## src/sar_adc_pkg.sv

```systemverilog
// sar_adc_pkg.sv - constants and types shared by the converter sequencer files
// assumes: included before every module of the sequencer; nothing imported
package sar_adc_pkg;
  localparam int RES_W = 8;                       // result width in bits
  localparam int CONV_PERIODS = 10;               // bit periods per conversion
  localparam logic [3:0] CYC_W = 4'h4;            // width of period counter
  // register offsets on the plain port
  localparam logic [2:0] OFF_CTRL_A = 3'h0;       // channel, go/done, on bit
  localparam logic [2:0] OFF_CTRL_B = 3'h1;       // clock select, reference
  localparam logic [2:0] OFF_RESULT = 3'h2;       // conversion result
  localparam logic [2:0] OFF_FLAGS = 3'h3;        // done flag, enables
  // field positions in control register a
  localparam int CA_ON = 0;
  localparam int CA_GO = 1;
  localparam int CA_CHS_LO = 2;
  // field positions in control register b
  localparam int CB_REF_LO = 0;
  localparam int CB_CS_LO = 4;
  // field positions in the flags register
  localparam int FL_DONE = 0;
  localparam int FL_IRQ_EN = 1;
  localparam int FL_PERI_EN = 2;
  localparam int FL_GLOB_EN = 3;
  // reset values
  localparam logic [7:0] CTRL_A_RST = 8'h00;
  localparam logic [7:0] CTRL_B_RST = 8'h00;
  localparam logic [7:0] RESULT_RST = 8'h00;
  // channel codes
  localparam logic [3:0] CHS_LAST_PIN = 4'hA;
  localparam logic [3:0] CHS_FIXED_REF = 4'hF;
  // reference codes
  localparam logic [1:0] REF_EXT = 2'h2;
  localparam logic [1:0] REF_FIXED = 2'h3;
  // timing: sleep delay of one instruction cycle, four system clocks each
  localparam int INSTR_NS = 20;
  localparam int CLK_NS = 5;
  localparam int INSTR_CYC = (INSTR_NS + CLK_NS - 1) / CLK_NS;
  typedef enum logic [1:0] {
    ST_IDLE = 2'b00,
    ST_DELAY = 2'b01,
    ST_CONV = 2'b10
  } seq_state_t;
  typedef enum logic [1:0] {
    REFSEL_SUPPLY = 2'b00,
    REFSEL_EXT_PIN = 2'b01,
    REFSEL_FIXED = 2'b10
  } ref_sel_t;
endpackage

```

## src/sar_tick_if.sv

```systemverilog
// sar_tick_if.sv - carries the bit period tick from the divider to the sequencer
// assumes: both ends on the same system clock
`timescale 1ns/1ps
interface sar_tick_if;
  logic [2:0] clk_sel;   // conversion clock select code
  logic run;             // divider runs while high
  logic tick;            // one-cycle pulse per bit period
  modport src (input clk_sel, input run, output tick);
  modport dst (output clk_sel, output run, input tick);
endinterface

```

## src/sar_clk_div.sv

```systemverilog
// sar_clk_div.sv - bit period tick generator from system clock or rc clock
// assumes: rc clock arrives asynchronously and is synchronised here
`timescale 1ns/1ps
module sar_clk_div (
  input wire logic i_clk,
  input wire logic i_rst,
  input wire logic i_rc_clk,
  sar_tick_if.src tk
);
  logic [5:0] cnt_q;       // system clock divider
  logic [5:0] limit;       // divide ratio minus one
  logic rc_s1_q;           // first sync stage only
  logic rc_s2_q;
  logic rc_s3_q;           // edge detect stage
  logic rc_mode;
  logic tick_q;
  assign rc_mode = (tk.clk_sel[1:0] == 2'b11);  // any x11 code [RULE_04]
  // divide ratio decode [RULE_04]
  always_comb begin
    case (tk.clk_sel)
      3'b000: limit = 6'h01;
      3'b100: limit = 6'h03;
      3'b001: limit = 6'h07;
      3'b101: limit = 6'h0F;
      3'b010: limit = 6'h1F;
      3'b110: limit = 6'h3F;
      default: limit = 6'h00;
    endcase
  end
  // rc clock synchroniser
  always_ff @(posedge i_clk) begin
    if (i_rst) begin
      rc_s1_q <= 1'b0;
      rc_s2_q <= 1'b0;
      rc_s3_q <= 1'b0;
    end else begin
      rc_s1_q <= i_rc_clk;
      rc_s2_q <= rc_s1_q;
      rc_s3_q <= rc_s2_q;
    end
  end
  // tick generation; counter held clear while stopped so every divided-clock run starts aligned
  always_ff @(posedge i_clk) begin
    if (i_rst || !tk.run) begin
      cnt_q <= 6'h00;
      tick_q <= 1'b0;
    end else if (rc_mode) begin
      cnt_q <= 6'h00;
      tick_q <= rc_s2_q && !rc_s3_q;
    end else if (cnt_q == limit) begin
      cnt_q <= 6'h00;
      tick_q <= 1'b1;
    end else begin
      cnt_q <= cnt_q + 6'h01;
      tick_q <= 1'b0;
    end
  end
  assign tk.tick = tick_q;
endmodule

```

## src/sar_sar_core.sv

```systemverilog
// sar_sar_core.sv - successive approximation register with partial result fill
// assumes: comparator sampled on each step by the caller
`timescale 1ns/1ps
module sar_sar_core #(
  parameter int W = 8
) (
  input wire logic i_clk,
  input wire logic i_rst,
  input wire logic i_load,
  input wire logic i_step,
  input wire logic i_cmp,
  output logic [W-1:0] o_code,
  output logic [W-1:0] o_partial
);
  logic [W-1:0] code_q;    // trial code
  logic [W-1:0] mask_q;    // one-hot bit under trial
  logic last_q;            // last bit resolved
  logic [W-1:0] done_m;    // bits already resolved
  // successive approximation step [RULE_01]
  always_ff @(posedge i_clk) begin
    if (i_rst || i_load) begin
      code_q <= {1'b1, {(W-1){1'b0}}};
      mask_q <= {1'b1, {(W-1){1'b0}}};
      last_q <= 1'b0;
    end else if (i_step && mask_q != '0) begin
      code_q <= (i_cmp ? code_q : (code_q & ~mask_q)) | (mask_q >> 1);
      mask_q <= mask_q >> 1;
      last_q <= i_cmp;
    end
  end
  // resolved bits are those above the trial bit
  always_comb begin
    done_m = ~((mask_q << 1) - {{(W-1){1'b0}}, 1'b1});
    if (mask_q == '0) begin
      done_m = '1;
    end
  end
  assign o_code = code_q;
  // unresolved bits copy the last resolved bit [RULE_13]
  assign o_partial = (code_q & done_m) | ({W{last_q}} & ~done_m);
endmodule

```

## src/sar_adc_sequencer.sv

```systemverilog
// sar_adc_sequencer.sv - control and sequencing of an 8-bit sar converter
// assumes: comparator output and rc clock are asynchronous pins
// Summary of operation
// RULE_01 - eight-bit successive approximation into result register
// RULE_02 - channel field routes input to sample-hold
// RULE_03 - reference field picks positive reference, ground negative
// RULE_04 - clock field picks divider or rc clock
// RULE_05 - conversion lasts exactly ten bit periods
// RULE_06 - done flag set after every conversion
// RULE_07 - hardware never clears the done flag
// RULE_08 - enabled completion raises interrupt, wakes from sleep
// RULE_09 - after wake, vector only if both enables
// RULE_10 - on bit enables, go write starts conversion
// RULE_11 - software turns on before setting go
// RULE_12 - completion clears go, sets flag, loads result
// RULE_13 - abort stores partial result, fill last bit
// RULE_14 - reset clears registers and aborts conversion
// RULE_15 - sleep conversion only on rc, one-instruction delay
// RULE_16 - sleep rc no irq powers down after
// RULE_17 - sleep non-rc aborts and powers down
// RULE_18 - special event sets go, resets timer
// RULE_19 - software keeps timing under special trigger
// RULE_20 - above 1 MHz use rc only in sleep
// RULE_21 - channel codes 0-10 pins, 15 fixed reference
// RULE_22 - reference codes 0x supply, 10 pin, 11 fixed
// RULE_23 - go reads one while converting
// RULE_24 - result holds through conversion until end
// RULE_25 - go without on bit does nothing
`timescale 1ns/1ps
module sar_adc_sequencer (
  input wire logic i_clk,
  input wire logic i_rst,
  input wire logic [2:0] i_addr,
  input wire logic [7:0] i_wdata,
  input wire logic i_wr,
  input wire logic i_rd,
  output logic [7:0] o_rdata,
  input wire logic i_rc_clk,
  input wire logic i_cmp,
  input wire logic i_sleep,
  input wire logic i_special_evt,
  output logic o_timer_clear,
  output logic [3:0] o_chan_sel,
  output logic o_chan_fixed_ref,
  output logic [1:0] o_ref_sel,
  output logic [7:0] o_dac_code,
  output logic o_analog_on,
  output logic o_irq,
  output logic o_wake,
  output logic o_vector
);
  sar_tick_if tk ();
  sar_adc_pkg::seq_state_t st_q;   // sequencer state
  logic [7:0] ctrl_a_q;            // channel, go, on
  logic [7:0] ctrl_b_q;            // clock select, reference
  logic [7:0] result_q;            // result register
  logic done_flag_q;               // sticky completion flag
  logic irq_en_q;
  logic peri_en_q;
  logic glob_en_q;
  logic [3:0] per_q;               // bit periods elapsed
  logic [3:0] dly_q;               // sleep start delay count
  logic cmp_s1_q;                  // comparator sync, first stage
  logic cmp_s2_q;
  logic evt_s1_q;                  // special event sync, first stage
  logic evt_s2_q;
  logic evt_s3_q;
  logic slp_s1_q;                  // sleep sync, first stage
  logic slp_s2_q;
  logic powered_down_q;            // module off though on bit stays
  logic evt_pulse;
  logic rc_mode;
  logic go_wr1;
  logic go_wr0;
  logic finish;
  logic abort_sw;
  logic abort_sleep;
  logic sar_load;
  logic sar_step;
  logic [7:0] code;
  logic [7:0] partial;
  logic start_req;
  logic [7:0] rdata_d;
  // any clock code ending in 11 runs from the rc clock, which keeps going in sleep [RULE_04]
  assign rc_mode = ctrl_b_q[sar_adc_pkg::CB_CS_LO +: 2] == 2'b11;
  // synchronisers for pin inputs
  always_ff @(posedge i_clk) begin
    if (i_rst) begin
      cmp_s1_q <= 1'b0;
      cmp_s2_q <= 1'b0;
      evt_s1_q <= 1'b0;
      evt_s2_q <= 1'b0;
      evt_s3_q <= 1'b0;
      slp_s1_q <= 1'b0;
      slp_s2_q <= 1'b0;
    end else begin
      cmp_s1_q <= i_cmp;
      cmp_s2_q <= cmp_s1_q;
      evt_s1_q <= i_special_evt;
      evt_s2_q <= evt_s1_q;
      evt_s3_q <= evt_s2_q;
      slp_s1_q <= i_sleep;
      slp_s2_q <= slp_s1_q;
    end
  end
  assign evt_pulse = evt_s2_q && !evt_s3_q;
  // decoded requests
  assign go_wr1 = i_wr && i_addr == sar_adc_pkg::OFF_CTRL_A && i_wdata[sar_adc_pkg::CA_GO];
  assign go_wr0 = i_wr && i_addr == sar_adc_pkg::OFF_CTRL_A && !i_wdata[sar_adc_pkg::CA_GO];
  // go needs the on bit as already stored [RULE_10] [RULE_25]
  assign start_req = (go_wr1 || evt_pulse) && ctrl_a_q[sar_adc_pkg::CA_ON] && st_q == sar_adc_pkg::ST_IDLE;
  assign finish = st_q == sar_adc_pkg::ST_CONV && tk.tick && per_q == 4'(sar_adc_pkg::CONV_PERIODS - 1); // [RULE_05]
  assign abort_sw = st_q != sar_adc_pkg::ST_IDLE && go_wr0 && !finish; // [RULE_13]
  assign abort_sleep = st_q != sar_adc_pkg::ST_IDLE && slp_s2_q && !rc_mode; // [RULE_17]
  assign sar_load = st_q != sar_adc_pkg::ST_CONV;
  // periods 1..8 resolve the eight bits, period 0 samples, period 9 settles
  assign sar_step = st_q == sar_adc_pkg::ST_CONV && tk.tick && per_q != 4'h0 && per_q != 4'h9;
  assign tk.clk_sel = ctrl_b_q[sar_adc_pkg::CB_CS_LO +: 3];
  assign tk.run = st_q == sar_adc_pkg::ST_CONV;
  sar_clk_div u_div (
    .i_clk(i_clk),
    .i_rst(i_rst),
    .i_rc_clk(i_rc_clk),
    .tk(tk.src)
  );
  sar_sar_core #(.W(sar_adc_pkg::RES_W)) u_core (
    .i_clk(i_clk),
    .i_rst(i_rst),
    .i_load(sar_load),
    .i_step(sar_step),
    .i_cmp(cmp_s2_q),
    .o_code(code),
    .o_partial(partial)
  );
  // sequencer; sleep delay only with rc clock [RULE_15]
  always_ff @(posedge i_clk) begin
    if (i_rst) begin
      st_q <= sar_adc_pkg::ST_IDLE; // [RULE_14]
      per_q <= 4'h0;
      dly_q <= 4'h0;
    end else begin
      case (st_q)
        sar_adc_pkg::ST_IDLE: begin
          per_q <= 4'h0;
          dly_q <= 4'h0;
          if (start_req) begin
            st_q <= (ctrl_b_q[sar_adc_pkg::CB_CS_LO +: 2] == 2'b11) ? sar_adc_pkg::ST_DELAY : sar_adc_pkg::ST_CONV;
          end
        end
        sar_adc_pkg::ST_DELAY: begin
          if (abort_sw || abort_sleep) begin
            st_q <= sar_adc_pkg::ST_IDLE;
          end else if (dly_q == 4'(sar_adc_pkg::INSTR_CYC - 1)) begin
            st_q <= sar_adc_pkg::ST_CONV;
          end else begin
            dly_q <= dly_q + 4'h1;
          end
        end
        sar_adc_pkg::ST_CONV: begin
          if (finish || abort_sw || abort_sleep) begin
            st_q <= sar_adc_pkg::ST_IDLE;
          end else if (tk.tick) begin
            per_q <= per_q + 4'h1;
          end
        end
        default: st_q <= sar_adc_pkg::ST_IDLE;
      endcase
    end
  end
  // control register a; go mirrors activity [RULE_23]
  always_ff @(posedge i_clk) begin
    if (i_rst) begin
      ctrl_a_q <= sar_adc_pkg::CTRL_A_RST; // [RULE_14]
    end else begin
      if (i_wr && i_addr == sar_adc_pkg::OFF_CTRL_A) begin
        ctrl_a_q <= {2'b00, i_wdata[5:2], 1'b0, i_wdata[sar_adc_pkg::CA_ON]};
      end
      if (start_req) begin
        ctrl_a_q[sar_adc_pkg::CA_GO] <= 1'b1; // [RULE_18]
      end else if (finish || abort_sleep) begin
        ctrl_a_q[sar_adc_pkg::CA_GO] <= 1'b0; // [RULE_12]
      end else if (i_wr && i_addr == sar_adc_pkg::OFF_CTRL_A) begin
        ctrl_a_q[sar_adc_pkg::CA_GO] <= i_wdata[sar_adc_pkg::CA_GO] && st_q != sar_adc_pkg::ST_IDLE;
      end
    end
  end
  // control register b
  always_ff @(posedge i_clk) begin
    if (i_rst) begin
      ctrl_b_q <= sar_adc_pkg::CTRL_B_RST;
    end else if (i_wr && i_addr == sar_adc_pkg::OFF_CTRL_B) begin
      ctrl_b_q <= {1'b0, i_wdata[6:4], 2'b00, i_wdata[1:0]};
    end
  end
  // result holds until completion, software abort or write; a sleep abort leaves it unchanged [RULE_24]
  always_ff @(posedge i_clk) begin
    if (i_rst) begin
      result_q <= sar_adc_pkg::RESULT_RST;
    end else if (finish) begin
      result_q <= code; // [RULE_01] [RULE_12]
    end else if (abort_sw) begin
      result_q <= partial; // [RULE_13]
    end else if (i_wr && i_addr == sar_adc_pkg::OFF_RESULT) begin
      result_q <= i_wdata;
    end
  end
  // done flag: set wins, only software clears [RULE_06] [RULE_07]
  always_ff @(posedge i_clk) begin
    if (i_rst) begin
      done_flag_q <= 1'b0;
      irq_en_q <= 1'b0;
      peri_en_q <= 1'b0;
      glob_en_q <= 1'b0;
    end else begin
      if (i_wr && i_addr == sar_adc_pkg::OFF_FLAGS) begin
        done_flag_q <= i_wdata[sar_adc_pkg::FL_DONE];
        irq_en_q <= i_wdata[sar_adc_pkg::FL_IRQ_EN];
        peri_en_q <= i_wdata[sar_adc_pkg::FL_PERI_EN];
        glob_en_q <= i_wdata[sar_adc_pkg::FL_GLOB_EN];
      end
      if (finish) begin
        done_flag_q <= 1'b1;
      end
    end
  end
  // power state; on bit untouched [RULE_16] [RULE_17]
  always_ff @(posedge i_clk) begin
    if (i_rst) begin
      powered_down_q <= 1'b0;
    end else if (!slp_s2_q || start_req) begin
      // a new start in sleep powers the analog side up again
      powered_down_q <= 1'b0;
    end else if (abort_sleep || (st_q == sar_adc_pkg::ST_IDLE && !start_req && !irq_en_q)) begin
      powered_down_q <= 1'b1;
    end
  end
  // read mux, data one cycle later; unmapped reads zero
  always_comb begin
    rdata_d = 8'h00;
    if (i_addr == sar_adc_pkg::OFF_CTRL_A) begin
      rdata_d = ctrl_a_q;
    end else if (i_addr == sar_adc_pkg::OFF_CTRL_B) begin
      rdata_d = ctrl_b_q;
    end else if (i_addr == sar_adc_pkg::OFF_RESULT) begin
      rdata_d = result_q;
    end else if (i_addr == sar_adc_pkg::OFF_FLAGS) begin
      rdata_d = {4'h0, glob_en_q, peri_en_q, irq_en_q, done_flag_q};
    end
  end
  // registered outputs
  always_ff @(posedge i_clk) begin
    if (i_rst) begin
      o_rdata <= 8'h00;
      o_timer_clear <= 1'b0;
      o_chan_sel <= 4'h0;
      o_chan_fixed_ref <= 1'b0;
      o_ref_sel <= sar_adc_pkg::REFSEL_SUPPLY;
      o_dac_code <= 8'h00;
      o_analog_on <= 1'b0;
      o_irq <= 1'b0;
      o_wake <= 1'b0;
      o_vector <= 1'b0;
    end else begin
      o_rdata <= i_rd ? rdata_d : 8'h00;
      o_timer_clear <= evt_pulse; // [RULE_18]
      // reserved channel codes select channel 0 [RULE_02] [RULE_21]
      o_chan_sel <= (ctrl_a_q[5:2] <= sar_adc_pkg::CHS_LAST_PIN) ? ctrl_a_q[5:2] : 4'h0;
      o_chan_fixed_ref <= ctrl_a_q[5:2] == sar_adc_pkg::CHS_FIXED_REF;
      // negative reference is ground by construction [RULE_03] [RULE_22]
      if (ctrl_b_q[1:0] == sar_adc_pkg::REF_FIXED) begin
        o_ref_sel <= sar_adc_pkg::REFSEL_FIXED;
      end else if (ctrl_b_q[1:0] == sar_adc_pkg::REF_EXT) begin
        o_ref_sel <= sar_adc_pkg::REFSEL_EXT_PIN;
      end else begin
        o_ref_sel <= sar_adc_pkg::REFSEL_SUPPLY;
      end
      o_dac_code <= code;
      o_analog_on <= ctrl_a_q[sar_adc_pkg::CA_ON] && !powered_down_q;
      o_irq <= done_flag_q && irq_en_q; // [RULE_08]
      o_wake <= done_flag_q && irq_en_q && slp_s2_q; // [RULE_08]
      o_vector <= done_flag_q && irq_en_q && peri_en_q && glob_en_q; // [RULE_09]
    end
  end
  // assertions
  a_done_sets_flag: assert property (@(posedge i_clk) disable iff (i_rst)
    finish |=> done_flag_q && !ctrl_a_q[sar_adc_pkg::CA_GO]) // [RULE_06]
    else $error("done flag or go not updated at completion");
  a_flag_not_hw_clr: assert property (@(posedge i_clk) disable iff (i_rst)
    $fell(done_flag_q) && !$past(i_rst) |-> $past(i_wr) && $past(i_addr) == sar_adc_pkg::OFF_FLAGS) // [RULE_07]
    else $error("done flag cleared without software write");
  a_no_start_off: assert property (@(posedge i_clk) disable iff (i_rst)
    go_wr1 && !ctrl_a_q[sar_adc_pkg::CA_ON] && st_q == sar_adc_pkg::ST_IDLE && !evt_pulse
    |=> st_q == sar_adc_pkg::ST_IDLE && !ctrl_a_q[sar_adc_pkg::CA_GO]) // [RULE_25]
    else $error("conversion started while off");
  a_result_holds: assert property (@(posedge i_clk) disable iff (i_rst)
    !i_rst && !finish && !abort_sw && !(i_wr && i_addr == sar_adc_pkg::OFF_RESULT) |=> $stable(result_q)) // [RULE_24]
    else $error("result changed outside completion");
  a_result_loaded: assert property (@(posedge i_clk) disable iff (i_rst)
    finish |=> result_q == $past(code)) // [RULE_12]
    else $error("result not loaded at completion");
  a_go_busy: assert property (@(posedge i_clk) disable iff (i_rst)
    st_q == sar_adc_pkg::ST_CONV |-> ctrl_a_q[sar_adc_pkg::CA_GO]) // [RULE_23]
    else $error("go low during conversion");
  a_sleep_abort: assert property (@(posedge i_clk) disable iff (i_rst)
    abort_sleep |=> st_q == sar_adc_pkg::ST_IDLE && powered_down_q && ctrl_a_q[sar_adc_pkg::CA_ON]) // [RULE_17]
    else $error("sleep did not abort non-rc conversion");
  a_evt_timer_clr: assert property (@(posedge i_clk) disable iff (i_rst)
    evt_pulse |=> o_timer_clear) // [RULE_18]
    else $error("timer clear missing after special event");
  a_irq_follows: assert property (@(posedge i_clk) disable iff (i_rst)
    finish && irq_en_q && !(i_wr && i_addr == sar_adc_pkg::OFF_FLAGS) |-> ##3 o_irq) // [RULE_08]
    else $error("interrupt not raised after completion");
endmodule

```

## config.mk

```make
export PLATFORM = sky130hd
export DESIGN_NAME = sar_adc_sequencer
export DESIGN_NICKNAME = d
export VERILOG_FILES = /design/src/sar_adc_pkg.sv /design/src/sar_tick_if.sv /design/src/sar_clk_div.sv /design/src/sar_sar_core.sv /design/src/sar_adc_sequencer.sv
export SDC_FILE = /design/constraint.sdc
export NUM_CORES = 1
export LEC_CHECK = 0
export BUFFER_PORTS_ARGS = -buffer_cell sky130_fd_sc_hd__clkbuf_2
export CAP_MARGIN = 20
export CORE_UTILIZATION = 50
export DETAILED_ROUTE_END_ITERATION = 7
export PLACE_DENSITY_LB_ADDON = 0.08
export SLEW_MARGIN = 20
export SYNTH_ARGS = -nofsm -noshare
export SYNTH_HDL_FRONTEND = slang
export SYNTH_SLANG_ARGS = --single-unit
```

## constraint.sdc

```tcl
create_clock -name i_clk -period 5.1 [get_ports i_clk]
set_input_delay 0 -clock i_clk [delete_from_list [all_inputs] [get_ports i_clk]]
set_output_delay 0 -clock i_clk [all_outputs]
set_load 0.02 [all_outputs]
```

==> out/results.txt <==
post-synthesis cell type count = 61
setup violators final = 0
CP Max Fanout = 16
largest net degree at the start of global routing = 49
share of layout cells above drive strength 1 = 15.5%
Num CTS Buffers = 9
final wirelength = 9470 um
global-route wire length before repair = 15,800 um
antenna-violating nets left = 0
cells resized by post-CTS repair = 0
final setup TNS = 0 ns
CP Class = reg -> reg
die area = 0.00891 sq mm
largest family of logic cells by synthesized area = simple AND/OR/NAND/NOR gates
vias = 3,471
# IOs = 47
die width = 94.4 um
Most Crowded Layer GR = met2
# port buffers = 46
GPL Wtd Cong = 0.840
drt first pass iters = 4
worst-margin pin slew = 0.732 ns
Cell Area, Synth = 0.00427 sq mm
Hold Crit Class = in -> reg
synthesized net count = 518
NumNets Final = 562
grt ovf = 0
Row Count = 33
RSZ-0062 raised after global routing = no
synth-to-layout area growth = 13.8%
mux contribution to synthesized area = 4.69%
Adder-Cell Fraction of Synth Area = 3.52%
FF+latch count, synth = 96
CP Data Required Time = 5.37 ns
syn_area_per_cell = 8.76 sq um
top_reg_cell synth = dfxtp_1
met2 usage = 36.3%
ys async rst share = 0%
post-route cell area = 0.00486 sq mm
Setup crit end kind = flop
area post-placement = 0.00449 sq mm
most frequent cells in the layout = 96 x dfxtp_1, 51 x nor2_1, 49 x nand2_1, 49 x a21oi_1, 46 x clkbuf_2
synth warn = 0
Worst EP arrival = 2.65 ns
initial DRC count = 143
Compound-Gate Fraction of Synth Area = 15.7%
Leak = 1.86 nW
CTS tree = yes
diodes inserted = 0
Startpoint Class = flop
register area share after synthesis = 45.0%
cell count after synthesis = 487
M3 GR Usage = 3.62%
Vias/cell = 5.42
GR Util met1 = 31.7%
GRT Overall Usage = 23.0%
maximum clock rate = 0.420 GHz
Initial Utilization = 51.7%
pins over their slew limit = 0
vias in the first global route = 3,175
Core ar. = 0.00826 sq mm
commonest non-fill, non-tap cell in the layout = dfxtp_1
simple-gate share of the synthesized area = 23.8%
dpl hpwl = 6570 um
CTS sink cnt = 96
WL/cell = 14.8 um
number of synthesized flops with an enable pin = 0
Slew headroom = 51.1%
depth of the CTS H-tree = 3
clk_lat worst skew = 0.37 ns
period utilization = 46.7%
Max VDD drop = 0.181 mV
clock buffer depth = 2
status = finished clean
drt drc = 0
post-layout minimum cycle time = 2.38 ns
Power Density = 293 mW/mm^2
Die Ht = 94.4 um
clk slew on worst S/H paths = 0.10 ns
clock root buffer = clkbuf_8
initial antenna violation count = 0
post-synthesis xor/xnor area fraction = 2.26%
maxcap violations = 0
Setup Skew = 0.00990 ns
Final Hold Viols = 0
## where the power goes
group	leakage [nW]	internal, mW	switching (mW)
sequential	0.777	0.759	0.00691
clock	0.113	0.324	0.268
combinational	0.968	0.0287	0.0384
## registers in the layout, summed over array words and instances, names as in the netlist, 5 cells and up
signal / cells
result_q: 8
u_core.mask_q: 8
o_dac_code: 8
u_div.cnt_q: 6
ctrl_a_q: 6
u_core.o_code: 8
ctrl_b_q: 5
o_rdata: 8
## stage by stage
step                      hold WS, ns  std cells  utilization [%]  worst slack [ns]  power (mW)
final                           0.130        640             58.8              2.72        1.43
after global routing            0.148        640             58.8              2.46        1.47
after CTS                       0.118        640             58.8              2.71        1.43
after detailed placement        0.214        612             54.4              2.73       0.842
after global placement          0.207        612             54.4              2.80       0.841
after floorplan                0.0791        487                -              3.03       0.822
## metal layers
layer,up-vias,share of wire (%)
met3,7,3.8
li1,1772,-
met2,63,46
met4,0,0.88
met5,-,0
met1,1629,50
## cells in the mapped netlist, drive strengths merged, types with 4 or more instances
master  instances  share of area [%]
or2             4               0.59
nor2b          20                2.9
clkbuf         18                1.6
nand2          49                4.3
mux2i          11                2.6
nor3           11                1.4
nor2           51                4.5
xor2            4               0.82
a21oi          49                5.7
nand3          10                1.3
ha             12                3.5
nor3b           5               0.88
a211oi          5               0.88
buf            10                1.9
xnor2           7                1.4
nand2b         13                1.9
dfxtp          96                 45
o21ai          23                2.8
mux2            8                2.1
and3            9                1.3
inv            17                1.5
a31oi           4               0.59
## critical path, stage by stage (launching register included)
cell	delay, ns
dfxtp_1	0.40
inv_1	0.10
ha_1	0.21
nor3b_1	0.21
and2_4	0.20
or3_1	0.60
or3_1	0.39
a21o_1	0.18
## worst paths after layout
check	cells after the start	slack, ns	from	end
worst max-delay path	7	2.72	u_core.mask_q[0]	u_core.o_code[7]
worst min-delay path	4	0.13	i_wr	ctrl_a_q[2]
worst max register to register	7	2.72	u_core.mask_q[0]	u_core.o_code[7]
worst min register to register	1	0.41	evt_s3_q	o_timer_clear
## final cells by class
type | count | area, sq um
repair buffers | 61 | 375
clock buffers | 10 | 128
inverters | 17 | 63.8
flip-flops and latches | 96 | 1920
multi-input cells | 346 | 2130
fillers | 761 | 3400
well taps | 105 | 131
clock inverters | 5 | 106
## kinds of logic after synthesis
| family | Yosys count |
|---|---|
| compound gates | 111 |
| mux | 19 |
| fa+ha+maj | 12 |
| xor+xnor | 11 |
| flops | 96 |
| simple gates | 193 |
| buf+inv | 45 |
## timing repair
| item | CTS | global route |
|---|---|---|
| hold buffers | 13 | 0 |
| setup buffers | 0 | 0 |
| endpoints found under the setup margin | 0 | 0 |
| hold endpoints to repair | 20 | 0 |
No activity file was read; power rests on OpenSTA's default activity.
